===== config.mk =====
export PLATFORM = sky130hd
export DESIGN_NAME = terminal_run_jog
export DESIGN_NICKNAME = d
export VERILOG_FILES = /design/src/terminal_cmd_pkg.sv /design/src/terminal_run_jog.sv /design/src/input_edge_sampler.sv
export VERILOG_INCLUDE_DIRS = /design/src
export SDC_FILE = /design/constraint.sdc
export NUM_CORES = 1
export LEC_CHECK = 0
export BUFFER_PORTS_ARGS = -buffer_cell sky130_fd_sc_hd__buf_2
export CAP_MARGIN = 20
export CORE_AREA = 4 4 57 59
export CTS_CLUSTER_SIZE = 20
export DETAILED_ROUTE_END_ITERATION = 6
export DIE_AREA = 0 0 61 63
export PLACE_DENSITY = 0.87
export SLEW_MARGIN = 0
export SYNTH_ARGS = -nofsm -noshare
export SYNTH_HDL_FRONTEND = slang
export SYNTH_SLANG_ARGS = --single-unit

===== constraint.sdc =====
create_clock -name mclk_i -period 3.1 [get_ports mclk_i]
set_clock_uncertainty 0.15 [all_clocks]
set_input_delay 0.62 -clock mclk_i [delete_from_list [all_inputs] [get_ports mclk_i]]
set_output_delay 0.62 -clock mclk_i [all_outputs]
set_load 0.005 [all_outputs]

===== src/terminal_cmd_params.svh =====
// Bit positions, state codes and reset values for the terminal command decoder
`ifndef TERMINAL_CMD_PARAMS_SVH
`define TERMINAL_CMD_PARAMS_SVH

// ==========================================================
// Positions of the conditioned terminal functions
`define TB_FN_COUNT 9
`define TB_FN_START 0
`define TB_FN_STOP 1
`define TB_FN_DIR 2
`define TB_FN_JOG 3
`define TB_FN_JOGF 4
`define TB_FN_JOGR 5
`define TB_FN_SPD_LO 6
`define TB_FN_SPD_HI 8

// ==========================================================
// One-hot drive state codes and their bit positions
`define ST_IDLE_CODE 3'h1
`define ST_RUN_CODE 3'h2
`define ST_JOG_CODE 3'h4
`define ST_RUN_BIT 1
`define ST_JOG_BIT 2

// ==========================================================
// Speed select code layout and reset values
`define SPD_W 3
`define SPD_CODE_RST 3'h0
`define DIR_REV_RST 1'h0

`endif


===== src/terminal_cmd_pkg.sv =====
// Types shared by the terminal command decoder
`include "terminal_cmd_params.svh"

package terminal_cmd_pkg;

  // ==========================================================
  // Drive command state, one-hot
  typedef enum logic [2:0] {
    ST_IDLE = `ST_IDLE_CODE,
    ST_RUN = `ST_RUN_CODE,
    ST_JOG = `ST_JOG_CODE
  } drive_state_t;

endpackage : terminal_cmd_pkg


===== src/terminal_run_jog.sv =====
// Terminal block start, jog, direction and speed select decoder
// Operation
// - Two-wire run configured blocks other starts
// - Three-wire start edge runs unless stop open
// - Start needs start and logic mask
// - Direction input open forward, closed reverse
// - Direction needs direction and logic mask
// - Foreign direction owner blocks terminal start, direction and jog direction, not plain jog
// - Direction ownership sought while function configured
// - Jog edge jogs, opening jog stops
// - No jog while running or stop open
// - Start during jog switches to run
// - Plain jog needs jog and logic mask
// - Jog forward/reverse table with ownership
// - Unconfigured jog direction reads as open
// - Jog direction needs jog, direction, logic masks
// - Closing jog direction takes free ownership
// - Three select bits pick A, B, presets
// - A/B pick further source, preset direct
// - Speed select needs reference and logic mask
// - Foreign reference owner makes selects inert
// - Reference ownership sought while select configured
// - Unconfigured speed select reads as zero
// - Start without stop raises configuration alarm
`timescale 1ns/10ps
`default_nettype none
`include "terminal_cmd_params.svh"

module terminal_run_jog
  import terminal_cmd_pkg::*;
(
  input wire logic mclk_i,
  input wire logic rst_b_i,
  input wire logic start3_i,
  input wire logic stop_clr_i,
  input wire logic dir_sel_i,
  input wire logic jog_i,
  input wire logic jog_fwd_i,
  input wire logic jog_rev_i,
  input wire logic [2:0] spd_sel_i,
  input wire logic run2_cfg_i,
  input wire logic start3_cfg_i,
  input wire logic stop_cfg_i,
  input wire logic dir_cfg_i,
  input wire logic jog_cfg_i,
  input wire logic jog_fwd_cfg_i,
  input wire logic jog_rev_cfg_i,
  input wire logic [2:0] spd_cfg_i,
  input wire logic start_mask_i,
  input wire logic dir_mask_i,
  input wire logic jog_mask_i,
  input wire logic ref_mask_i,
  input wire logic logic_mask_i,
  input wire logic dir_other_i,
  input wire logic ref_other_i,
  input wire logic shutdown_i,
  input wire logic stop_req_i,
  input wire logic ext_start_i,
  input wire logic ext_jog_i,
  output logic run_o,
  output logic jog_o,
  output logic reverse_o,
  output logic dir_owner_o,
  output logic ref_owner_o,
  output logic [2:0] ref_code_o,
  output logic ref_preset_o,
  output logic ext_lock_o,
  output logic cfg_alarm_o
);

  // ==========================================================
  // Reset release through two flops
  logic rst_meta_reg;
  logic rst_n;

  always_ff @(posedge mclk_i or negedge rst_b_i) begin
    if (!rst_b_i) begin
      rst_meta_reg <= 1'h0;
      rst_n <= 1'h0;
    end else begin
      rst_meta_reg <= 1'h1;
      rst_n <= rst_meta_reg;
    end
  end

  // ==========================================================
  // Input conditioning
  logic [`TB_FN_COUNT-1:0] pins;
  logic [`TB_FN_COUNT-1:0] lvl;
  logic [`TB_FN_COUNT-1:0] rise;

  assign pins = {spd_sel_i, jog_rev_i, jog_fwd_i, jog_i,
                 dir_sel_i, stop_clr_i, start3_i};

  // Pins come from contacts, so they are synchronised first
  input_edge_sampler #(
    .WIDTH(`TB_FN_COUNT)
  ) u_sampler (
    .mclk_i(mclk_i),
    .rst_n_i(rst_n),
    .pin_i(pins),
    .level_o(lvl),
    .rise_o(rise)
  );

  // ==========================================================
  // Gating terms
  logic stop_ok;
  logic start_en;
  logic tb_start;
  logic ext_ok;
  logic start_cmd;
  logic jog_en;
  logic jfr_cfg;
  logic jfr_en;
  logic jf;
  logic jr;
  logic jf_rise;
  logic jr_rise;
  logic jog_start;
  logic jog_held;
  logic [2:0] spd_lvl;

  // Unconfigured stop counts as closed, so only an open stop blocks
  assign stop_ok = ~stop_cfg_i | lvl[`TB_FN_STOP];
  assign start_en = start3_cfg_i & start_mask_i
                  & logic_mask_i & ~dir_other_i;
  assign tb_start = start_en & rise[`TB_FN_START] & stop_ok;
  // A wired two-wire mode locks every other device out
  assign ext_ok = ~run2_cfg_i;
  assign start_cmd = tb_start | (ext_start_i & ext_ok);

  assign jog_en = jog_cfg_i & jog_mask_i & logic_mask_i;
  assign jfr_cfg = jog_fwd_cfg_i | jog_rev_cfg_i;
  assign jfr_en = jfr_cfg & jog_mask_i & dir_mask_i
                & logic_mask_i & ~dir_other_i;
  // Missing half of the pair reads as open
  assign jf = jog_fwd_cfg_i & lvl[`TB_FN_JOGF];
  assign jr = jog_rev_cfg_i & lvl[`TB_FN_JOGR];
  assign jf_rise = jog_fwd_cfg_i & rise[`TB_FN_JOGF];
  assign jr_rise = jog_rev_cfg_i & rise[`TB_FN_JOGR];

  // Jog is a non-latched start from any allowed source
  assign jog_start = stop_ok
    & ((jog_en & rise[`TB_FN_JOG])
    | (jfr_en & (jf_rise | jr_rise))
    | (ext_jog_i & ext_ok));
  assign jog_held = (jog_en & lvl[`TB_FN_JOG])
                  | (jfr_en & (jf | jr))
                  | (ext_jog_i & ext_ok);

  // ==========================================================
  // Drive command state machine
  drive_state_t state_reg;
  drive_state_t state_next;

  // Start wins over jog in every state
  always_comb begin
    state_next = state_reg;
    case (state_reg)
      ST_IDLE: begin
        if (start_cmd) begin
          state_next = ST_RUN;
        end else if (jog_start) begin
          state_next = ST_JOG;
        end
      end
      ST_RUN: begin
        // Jog requests are ignored here
        if (stop_req_i || !stop_ok) begin
          state_next = ST_IDLE;
        end
      end
      ST_JOG: begin
        if (stop_req_i || !stop_ok) begin
          state_next = ST_IDLE;
        end else if (start_cmd) begin
          state_next = ST_RUN;
        end else if (!jog_held) begin
          state_next = ST_IDLE;
        end
      end
      default: begin
        state_next = ST_IDLE;
      end
    endcase
  end

  always_ff @(posedge mclk_i or negedge rst_n) begin
    if (!rst_n) begin
      state_reg <= ST_IDLE;
    end else begin
      state_reg <= state_next;
    end
  end

  // ==========================================================
  // Direction ownership and direction
  logic dir_own_reg;
  logic dir_own_next;
  logic rev_reg;
  logic rev_next;
  logic dir_want;
  logic dir_perm;

  assign dir_perm = dir_mask_i & logic_mask_i;
  // An open select still commands forward, so it asks at once
  assign dir_want = dir_cfg_i | (jfr_cfg & (jf | jr));

  always_comb begin
    dir_own_next = dir_own_reg;
    rev_next = rev_reg;
    if (shutdown_i || !dir_perm || !dir_want) begin
      dir_own_next = 1'h0;
    end else if (!dir_own_reg && !dir_other_i) begin
      dir_own_next = 1'h1;
    end
    if (dir_own_reg) begin
      if (jfr_en && (jf ^ jr)) begin
        rev_next = jr;
      end else if (dir_cfg_i && !(jfr_en && jf && jr)) begin
        // Follows level, so a change while running reverses
        rev_next = lvl[`TB_FN_DIR];
      end
    end
  end

  always_ff @(posedge mclk_i or negedge rst_n) begin
    if (!rst_n) begin
      dir_own_reg <= 1'h0;
      rev_reg <= `DIR_REV_RST;
    end else begin
      dir_own_reg <= dir_own_next;
      rev_reg <= rev_next;
    end
  end

  // ==========================================================
  // Reference ownership and speed select code
  logic ref_own_reg;
  logic ref_own_next;
  logic [`SPD_W-1:0] code_reg;
  logic [`SPD_W-1:0] code_next;
  logic preset_reg;
  logic preset_next;
  logic ref_perm;

  assign ref_perm = ref_mask_i & logic_mask_i;
  // Unconfigured selects count as open, a zero bit
  assign spd_lvl = lvl[`TB_FN_SPD_HI:`TB_FN_SPD_LO] & spd_cfg_i;

  always_comb begin
    ref_own_next = ref_own_reg;
    code_next = code_reg;
    if (shutdown_i || !ref_perm || !(|spd_cfg_i)) begin
      ref_own_next = 1'h0;
    end else if (!ref_own_reg && !ref_other_i) begin
      ref_own_next = 1'h1;
    end
    // Code only moves while the terminal block owns selection
    if (ref_own_reg && ref_own_next) begin
      code_next = spd_lvl;
    end
    // Codes 2..7 are presets; 0 and 1 point at A and B
    preset_next = code_next[2] | code_next[1];
  end

  always_ff @(posedge mclk_i or negedge rst_n) begin
    if (!rst_n) begin
      ref_own_reg <= 1'h0;
      code_reg <= `SPD_CODE_RST;
      preset_reg <= 1'h0;
    end else begin
      ref_own_reg <= ref_own_next;
      code_reg <= code_next;
      preset_reg <= preset_next;
    end
  end

  // ==========================================================
  // Configuration status flags
  logic alarm_reg;
  logic alarm_next;
  logic lock_reg;
  logic lock_next;

  always_comb begin
    // Three-wire start without a stop input cannot be stopped
    alarm_next = start3_cfg_i & ~stop_cfg_i;
    lock_next = run2_cfg_i;
  end

  always_ff @(posedge mclk_i or negedge rst_n) begin
    if (!rst_n) begin
      alarm_reg <= 1'h0;
      lock_reg <= 1'h0;
    end else begin
      alarm_reg <= alarm_next;
      lock_reg <= lock_next;
    end
  end

  // ==========================================================
  // Outputs, each a flop
  assign run_o = state_reg[`ST_RUN_BIT];
  assign jog_o = state_reg[`ST_JOG_BIT];
  assign reverse_o = rev_reg;
  assign dir_owner_o = dir_own_reg;
  assign ref_owner_o = ref_own_reg;
  assign ref_code_o = code_reg;
  assign ref_preset_o = preset_reg;
  assign ext_lock_o = lock_reg;
  assign cfg_alarm_o = alarm_reg;
endmodule : terminal_run_jog
`default_nettype wire


===== src/input_edge_sampler.sv =====
// Two-stage synchroniser and open-to-closed edge finder for terminal inputs
`timescale 1ns/10ps
`default_nettype none

module input_edge_sampler #(
  parameter int WIDTH = 9
) (
  input wire logic mclk_i,
  input wire logic rst_n_i,
  input wire logic [WIDTH-1:0] pin_i,
  output logic [WIDTH-1:0] level_o,
  output logic [WIDTH-1:0] rise_o
);

  // ==========================================================
  // Elaboration check
  if (WIDTH < 1) begin : g_bad_width
    $error("input_edge_sampler needs WIDTH of at least 1");
  end

  // ==========================================================
  // Per-bit sampling; the first stage feeds only the second
  for (genvar i = 0; i < WIDTH; i++) begin : g_bit
    logic meta_reg;
    logic sync_reg;
    logic prev_reg;
    logic meta_next;
    logic sync_next;
    logic prev_next;

    // Next values of the three stages
    always_comb begin
      meta_next = pin_i[i];
      sync_next = meta_reg;
      prev_next = sync_reg;
    end

    // Registers only
    always_ff @(posedge mclk_i or negedge rst_n_i) begin
      if (!rst_n_i) begin
        meta_reg <= 1'h0;
        sync_reg <= 1'h0;
        prev_reg <= 1'h0;
      end else begin
        meta_reg <= meta_next;
        sync_reg <= sync_next;
        prev_reg <= prev_next;
      end
    end

    // Closed now, open one sample ago
    assign level_o[i] = sync_reg;
    assign rise_o[i] = sync_reg & ~prev_reg;
  end

endmodule : input_edge_sampler
`default_nettype wire


Yosys cells after proc, flatten, opt, wreduce, memory -nomap -nowiden
Index checks and enable logic that the tools add are counted.

operators by class
  reduce and logical (&&, ||, !) cells = 27
  multiplexer cells = 14
  equality and inequality tests = 6
  bitwise logic cells = 50

operators by type and width
  operator              count
  $and A1 B1 Y1         30
  $mux W3               7
  $or A1 B1 Y1          11
  $logic_not A1 Y1      10
  $pmux W3 S3           1
  $logic_and A1 B1 Y1   7
  $not A1 Y1            7
  $mux W1               6
  $logic_or A1 B1 Y1    5
  $ne A4 B4 Y1 const B  1
  $reduce_bool A2 Y1    2
  $and A3 B3 Y3         1
  $eq A3 B1 Y1 const B  1
  $eq A3 B2 Y1 const B  1
  $eq A3 B3 Y1 const B  1
  $ne A3 B3 Y1 const B  1
  $reduce_and A3 Y1     1
  $reduce_or A3 Y1      1
  $ne A2 B2 Y1 const B  1
  $reduce_and A2 Y1     1
  $xor A1 B1 Y1         1

word-level totals
  word-level logic and storage cells = 130
  input bits = 32
  output and inout port bits = 11
  flip-flop bits (word level) = 36

Longest topological paths before layout
Gate-level depths: netlist of the first run.

  depth in word-level cells = 12
  mapped depth = 5
  mapped depth without buffers = 5

Hierarchy
A second synthesis of the first run with hierarchy kept.

second synthesis, totals
  cells, all modules = 123
  area, all modules = 1629.1 um^2

by module, submodules not included
  module              seq. area each (um^2)  cells an instance  times used  area each (um^2)
  input_edge_sampler  675.6                  45                 1           867.1
  terminal_run_jog    351.6                  78                 1           762.0

Least setup slack after synthesis of the first run
No wires, ideal clock.

  path type = input port to flip-flop
  from = input port jog_fwd_cfg_i
  to = register state_reg[0]
  cell stages on the path = 5
  setup time = 80 ps
  arrival time = 1464 ps
  path buffers = 0
  required time = 2870 ps
  path slack = 1407 ps
  path through = nand2_1 -> ha_1 -> o311ai_4 -> o21ai_1 -> a32o_1

on the way
  longest elaborated chain between the ends = 11
  elaborated cells on any way between the ends = 19
  those cells by class = 2 x eq/ne; 16 x bitwise; 1 x reduce/logical

ends and longest elaborated chain
  item                           line                     source
  start: declaration             terminal_run_jog.sv:46   input wire logic jog_fwd_cfg_i,
  $or A1 B1 Y1                   terminal_run_jog.sv:134  assign jfr_cfg = jog_fwd_cfg_i | jog_rev_cfg_i;
  $and A1 B1 Y1 (2 in a row)     terminal_run_jog.sv:135  assign jfr_en = jfr_cfg & jog_mask_i & dir_mask_i
  $and A1 B1 Y1 (2 in a row)     terminal_run_jog.sv:136  & logic_mask_i & ~dir_other_i;
  $and A1 B1 Y1                  terminal_run_jog.sv:146  | (jfr_en & (jf_rise | jr_rise))
  $or A1 B1 Y1 (2 in a row)      terminal_run_jog.sv:145  & ((jog_en & rise[`TB_FN_JOG])
  $and A1 B1 Y1                  terminal_run_jog.sv:144  assign jog_start = stop_ok
  $ne A3 B3 Y1 (no line)         -
  $reduce_and A3 Y1 (no line) *  -
  end signal: assignment         terminal_run_jog.sv:193  state_reg <= state_next;
  end: declaration               terminal_run_jog.sv:154  drive_state_t state_reg;

Every way passes the cells marked *; elsewhere a longest branch is shown, timed or not.
A chain may end at the register's enable or synchronous reset.

Worst setup path in the final report of the first run
  from = register state_reg[1]
  to = output port run_o

RTL lines
  item              line                    source
  end: declaration  terminal_run_jog.sv:60  output logic run_o,

No word-level cell between the ends.

==> impl_metrics.ini, run 1 <==
[route]
routed_wl_mm = 2.57
wire_per_inst_um = 14.0
vias = 983
routed_via_density = 5.34
drtAntennaViolNets = 0
dr.first_iter.drc_count = 37
drc = 0
drt_first_pass_iters = 4

[timing]
rsz0062_at_grt = no
relSlewSlack_pct = 46.3
tns_ns = 0
final-hold-violation-count = 0
slew_viol_final = 0
hold-worst-slack_ns = 0.192
fmax_ghz = 0.575
setup_ws_ns = 1.36
min_period_ns = 1.74
setup_viol_count_final = 0
fin_crit_sh_pct = 56.1
worst_pin_slew_ns = 0.806

[layout]
diodes = 0
nets = 185
n_fill_cell = 224
area_delta_synth_final_pct = 24.9
fin_util_pct = 63.5
finalInstanceArea_mm2 = 0.00172
layout-drive-gt1-share_pct = 38.6

[global_route]
gr-max-usage-layer = met2
grt_overflow = 0
grt_max_degree = 23
first_global_vias = 1050
grtUsageMet3_pct = 7.64
grt_pass1_wl_mm = 4.42
gr-usage-met1_pct = 17.0
antenna_found_initial = 0
track_usage_pct = 15.7
grtUsageMet2_pct = 25.4

[yosys]
syn_inst = 101
synth_nets = 134
netlist_area_mm2 = 0.00138
synth-xor-area-share_pct = 0
synthMuxAreaShare_pct = 0
synth_cell_types = 36
syn_area_per_cell_um2 = 13.7
ys_seq_area_share_pct = 65.4
synth_top_family_by_area = simple AND/OR/NAND/NOR gates
synth_compound_area_share_pct = 11.5
yosysWarnings = 0
synth_fa_ha_area_share_pct = 0.907
ys_ff_latch = 36
synth-simple-area-share_pct = 21.1

[hold_path]
hp-class = reg -> async

[clocking]
clk_pin_slew_ns = 0.10
cts_max_level = 2
cts_buffers = 5
tritoncts = built
post_cts_resized = 0
clockRootBuffer = clkbuf_4
cts_max_path_buffers = 2
clock_sink_count = 36
clk_latency_ns = 0.33
cts_setup_buffers = 0
cts_hold_buf = 1

[pwr]
power.switching_mw = 0.225
internal_power_mw = 0.735
swShare_pct = 23.4
power_frac_comb_pct = 12.1
p_clk_share_pct = 32.3
pwr-share-seq_pct = 55.6
ir_worst_vdd_mv = 0.390
p_per_area_mw_per_mm2 = 558
p_leak_nw = 0.809

[die]
die_x_um = 61
die_h_um = 63
die_area_mm2 = 0.00384
ios = 43
core_area_mm2 = 0.00271
std_cell_rows = 19
start_util_pct = 50.9

[worst_setup_path]
path_cells = buf_2
cp_top_family = flip-flops
critPathMaxStageDelay_ns = 0.48
reg2reg_slack_ns = 1.52
crit_required_ns = 2.33
cp_num_buf_inv = 1
crit_fanout = 6
crit_path_end_kind = output pin
cp-start-kind = register
worst-setup-path-type = reg -> out
critPathSlowestCell = dfrtp_1
crit_arrival_ns = 0.97

[place]
hpwl_mm = 2.13
placed_area_mm2 = 0.00164
post-place-ws_ns = 1.18
port_buffers = 42
place.gp.congestion = 0.810

[run]
cap_violations = 0

[status]
status = finished clean
## power groups by stage
stage          Clock (mW)  Sequential (mW)  Combinational (mW)
2_1_floorplan           0            0.541              0.0618
3_3_place_gp            0            0.540               0.109
3_5_place_dp            0            0.545               0.116
4_1_cts             0.323            0.535               0.118
5_1_grt             0.349            0.541               0.130
6_report            0.310            0.534               0.116
## logic make-up (layout without fill, tap and decap cells)
logic type,after synthesis,count (layout)
AND/OR/NAND/NOR,40,40
buffers and inverters,3,55
AO/OA/AOI/OAI,20,20
flip-flops,36,36
other,1,1
adder cells (fa/ha/maj),1,1
## final timing paths
kind / cells past startpoint / startpoint / endpoint
max in group asynchronous: 1 / rst_n / state_reg[0]
min in group mclk_i: 0 / u_sampler.g_bit[0].meta_reg / u_sampler.g_bit[0].prev_next
max: 1 / state_reg[1] / run_o
min reg2reg: 0 / rst_n / u_sampler.g_bit[6].meta_reg
min: 0 / rst_n / u_sampler.g_bit[6].meta_reg
max reg2reg: 5 / u_sampler.g_bit[5].prev_next / reverse_o
## layout make-up
class / count / area, µm² / area share, %
sequential: 36 / 902 / 52.4
multi-input combinational: 62 / 465 / 27.0
clock buffer: 6 / 41.3 / 2.40
tap: 31 / 38.8 / 2.25
inverter: 3 / 11.3 / 0.654
timing repair buffer: 44 / 228 / 13.2
clock inverter: 2 / 35.0 / 2.03
## layout by cell type (no fill, tap or decap), drive strengths merged
master | synthesis | layout
nand3 | 2 | 2
o31ai | 1 | 1
nor2b | 2 | 2
nor3b | 3 | 3
o32a | 1 | 1
buf | 0 | 43
nor3 | 2 | 2
o2111a | 1 | 1
inv | 3 | 3
conb | 1 | 1
and3b | 1 | 1
clkinv | 0 | 1
dlygate4sd3 | 0 | 1
dfrtp | 35 | 35
nand4b | 4 | 4
o211ai | 1 | 1
a211oi | 1 | 1
dfstp | 1 | 1
a31oi | 1 | 1
o32ai | 1 | 1
or3 | 1 | 1
nand4 | 3 | 3
o21ai | 6 | 6
bufinv | 0 | 1
o31a | 1 | 1
nor2 | 3 | 3
a32o | 1 | 1
or2b | 1 | 1
nand3b | 2 | 2
clkbuf | 0 | 6
o311ai | 1 | 1
nand2b | 5 | 5
ha | 1 | 1
and2b | 1 | 1
nor4 | 1 | 1
nand2 | 9 | 9
a21oi | 4 | 4
## synthesized netlist by cell type
master	count	area, µm²
nand3b_1	2	15.0
o2111a_1	1	11.3
nor2_1	3	11.3
and3b_1	1	8.76
or3_4	1	11.3
a211oi_2	1	12.5
nor2b_2	1	8.76
a31oi_1	1	6.26
o31ai_1	1	7.51
ha_1	1	12.5
inv_1	3	11.3
nand4_1	2	12.5
o32a_1	1	10.0
nand2_1	9	33.8
o311ai_4	1	26.3
conb_1	1	3.75
o32ai_1	1	8.76
dfstp_2	1	26.3
nand4b_4	1	23.8
nor2b_1	1	6.26
nor3_1	2	10.0
nand4_4	1	21.3
a32o_1	1	10.0
dfrtp_1	35	876
and2b_2	1	8.76
nor4_4	1	21.3
o21ai_0	4	20.0
or2b_1	1	7.51
nor3b_1	3	22.5
nand2b_1	5	31.3
nand4b_1	3	26.3
nand3_1	2	10.0
o21ai_1	2	10.0
a21oi_1	4	20.0
o31a_1	1	8.76
o211ai_1	1	7.51
## per-stage QoR
step / total power, mW / cells
2_1_floorplan: 0.603 / 101
3_3_place_gp: 0.650 / 175
3_5_place_dp: 0.661 / 175
4_1_cts: 0.977 / 184
5_1_grt: 1.02 / 184
6_report: 0.960 / 184
## metal layers
layer	vias to the layer above	routed length [µm]
met1	469	930
met5	-	0
met3	8	258
met2	38	1310
li1	468	-
met4	0	68
(Power assumes the default switching activity.)
==> run 2: changes to the inputs <==
CORE_AREA = 4 4 59 61   (was 4 4 57 59)
DIE_AREA = 0 0 63 65   (was 0 0 61 63)
PLACE_DENSITY = 0.83   (was 0.87)
clock period = 1.7 ns   (was 3.1 ns; I/O delays follow)
==> run 2 against run 1 <==
Net effect:
- register-to-register slack worse by 1.4 ns
- core utilization shrank 1.8 points
- clock power rose by 45%
- critical path type is now reg -> reg
- largest cell class unchanged
==> impl_metrics.ini, run 2 (synthesis gave the netlist of run 1 again) <==
[global_route]
grt_overflow = 0
grt_pass1_wl_mm = 4.80
grt_max_degree = 22
first_global_vias = 1109
antenna_found_initial = 0
track_usage_pct = 15.8

[worst_setup_path]
worst-setup-path-type = reg -> reg
cp-start-kind = register
crit_fanout = 4
crit_arrival_ns = 1.67
path_cells = nand2_1 -> ha_1 -> o311ai_4 -> o21ai_1 -> a32o_1
crit_path_end_kind = register
critPathSlowestCell = dfrtp_1
crit_required_ns = 1.82
critPathMaxStageDelay_ns = 0.41

[timing]
fmax_ghz = 0.645
final-hold-violation-count = 0
tns_ns = 0
slew_viol_final = 0
fin_crit_sh_pct = 91.3
min_period_ns = 1.55
rsz0062_at_grt = no
hold-worst-slack_ns = 0.0397
setup_viol_count_final = 0

[clocking]
clk_pin_slew_ns = 0.11
cts_buffers = 5
cts_max_level = 2
clk_latency_ns = 0.33
cts_max_path_buffers = 2
clock_sink_count = 36
tritoncts = built
clockRootBuffer = clkbuf_4

[run]
cap_violations = 0

[layout]
finalInstanceArea_mm2 = 0.00184
multi_input_area_um2 = 470
diodes = 0
area_delta_synth_final_pct = 33.4
layout-drive-gt1-share_pct = 37.3
mostFrequentLayoutCells = 42 x buf_2, 35 x dfrtp_1, 13 x dlygate4sd3_1
layout_commonest_cell = buf_2
n_fill_cell = 242
nets = 198
seq_area_um2 = 902

[status]
status = finished clean

[die]
std_cell_rows = 20
die_x_um = 63
die_area_mm2 = 0.00410
ios = 43
start_util_pct = 46.3
die_h_um = 65
core_area_mm2 = 0.00298

[route]
vias = 1032
drc = 0
drt_first_pass_iters = 4
routed_via_density = 5.19
drtAntennaViolNets = 0
wire_per_inst_um = 13.5
routed_wl_mm = 2.68
dr.first_iter.drc_count = 30

[place]
port_buffers = 42
hpwl_mm = 2.13
place.gp.congestion = 0.771
placed_area_mm2 = 0.00165

[pwr]
p_leak_nw = 0.855
power.total_mw = 1.66
p_per_area_mw_per_mm2 = 901
ir_worst_vdd_mv = 0.674

[hold_path]
hp-class = reg -> async
## run 2: changes by cell type in the layout (fill, tap and decap cells not counted), sizes merged
cell and change:
buf +1, inv +1, bufinv -1, dlygate4sd3 +12, clkinvlp +1, clkbuf -1
## run 2: what timing repair did
action                                  in CTS  in global routing
hold buffers                                12                  1
endpoints found under the setup margin       0                  1
hold endpoints to repair                    13                  1
setup buffers                                0                  0
resized for setup                            0                  1
## run 2: through the flow
step | setup WS, ns | instances | util, %
2_1_floorplan | 0.268 | 101 | -
3_3_place_gp | 0.150 | 178 | 55.3
3_5_place_dp | 0.0161 | 178 | 55.3
4_1_cts | 0.0570 | 198 | 61.3
5_1_grt | 0.0412 | 199 | 61.8
6_report | 0.149 | 199 | 61.8
## run 2: critical path, delay by kind of cell, from the launching register on
kind	cells	cell delay, ns
simple gates	1	0.10
fa+ha+maj	1	0.23
compound gates	3	0.60
flops	1	0.41
## run 2: worst paths after layout
check,from,to,slack (ns),depth (start not counted)
max in group asynchronous,rst_n,state_reg[0],1.04,1
min in group mclk_i,start3_cfg_i,cfg_alarm_o,0.10,2
worst min-delay path,rst_n,u_sampler.g_bit[3].prev_next,0.04,1
worst max register to register,u_sampler.g_bit[5].prev_next,state_reg[0],0.15,5
worst min register to register,rst_n,u_sampler.g_bit[3].prev_next,0.04,1
worst max-delay path,u_sampler.g_bit[5].prev_next,state_reg[0],0.15,5
## run 2: final cells by class
type | instances | area share, %
clock buffer | 5 | 2.04
clock inverter | 3 | 1.16
inverter | 3 | 0.612
multi-input combinational | 62 | 25.6
tap | 33 | 2.24
sequential | 36 | 49.0
timing repair buffer | 57 | 19.3
## run 2: per-layer routing
metal	vias to the layer above	global-route usage [%]	routed length (µm)	share of wire, %
met5	-	0	0	0
met4	0	7.99	64	2.4
met3	7	8.15	237	8.8
met2	41	25.7	1310	49
met1	490	16.7	1070	40
li1	494	-	-	-
## run 2: power by group
part	switching [mW]	leakage (nW)	total, mW	internal [mW]
sequential	0.0401	0.433	0.965	0.925
combinational	0.117	0.390	0.245	0.128
clock	0.284	0.0316	0.448	0.163
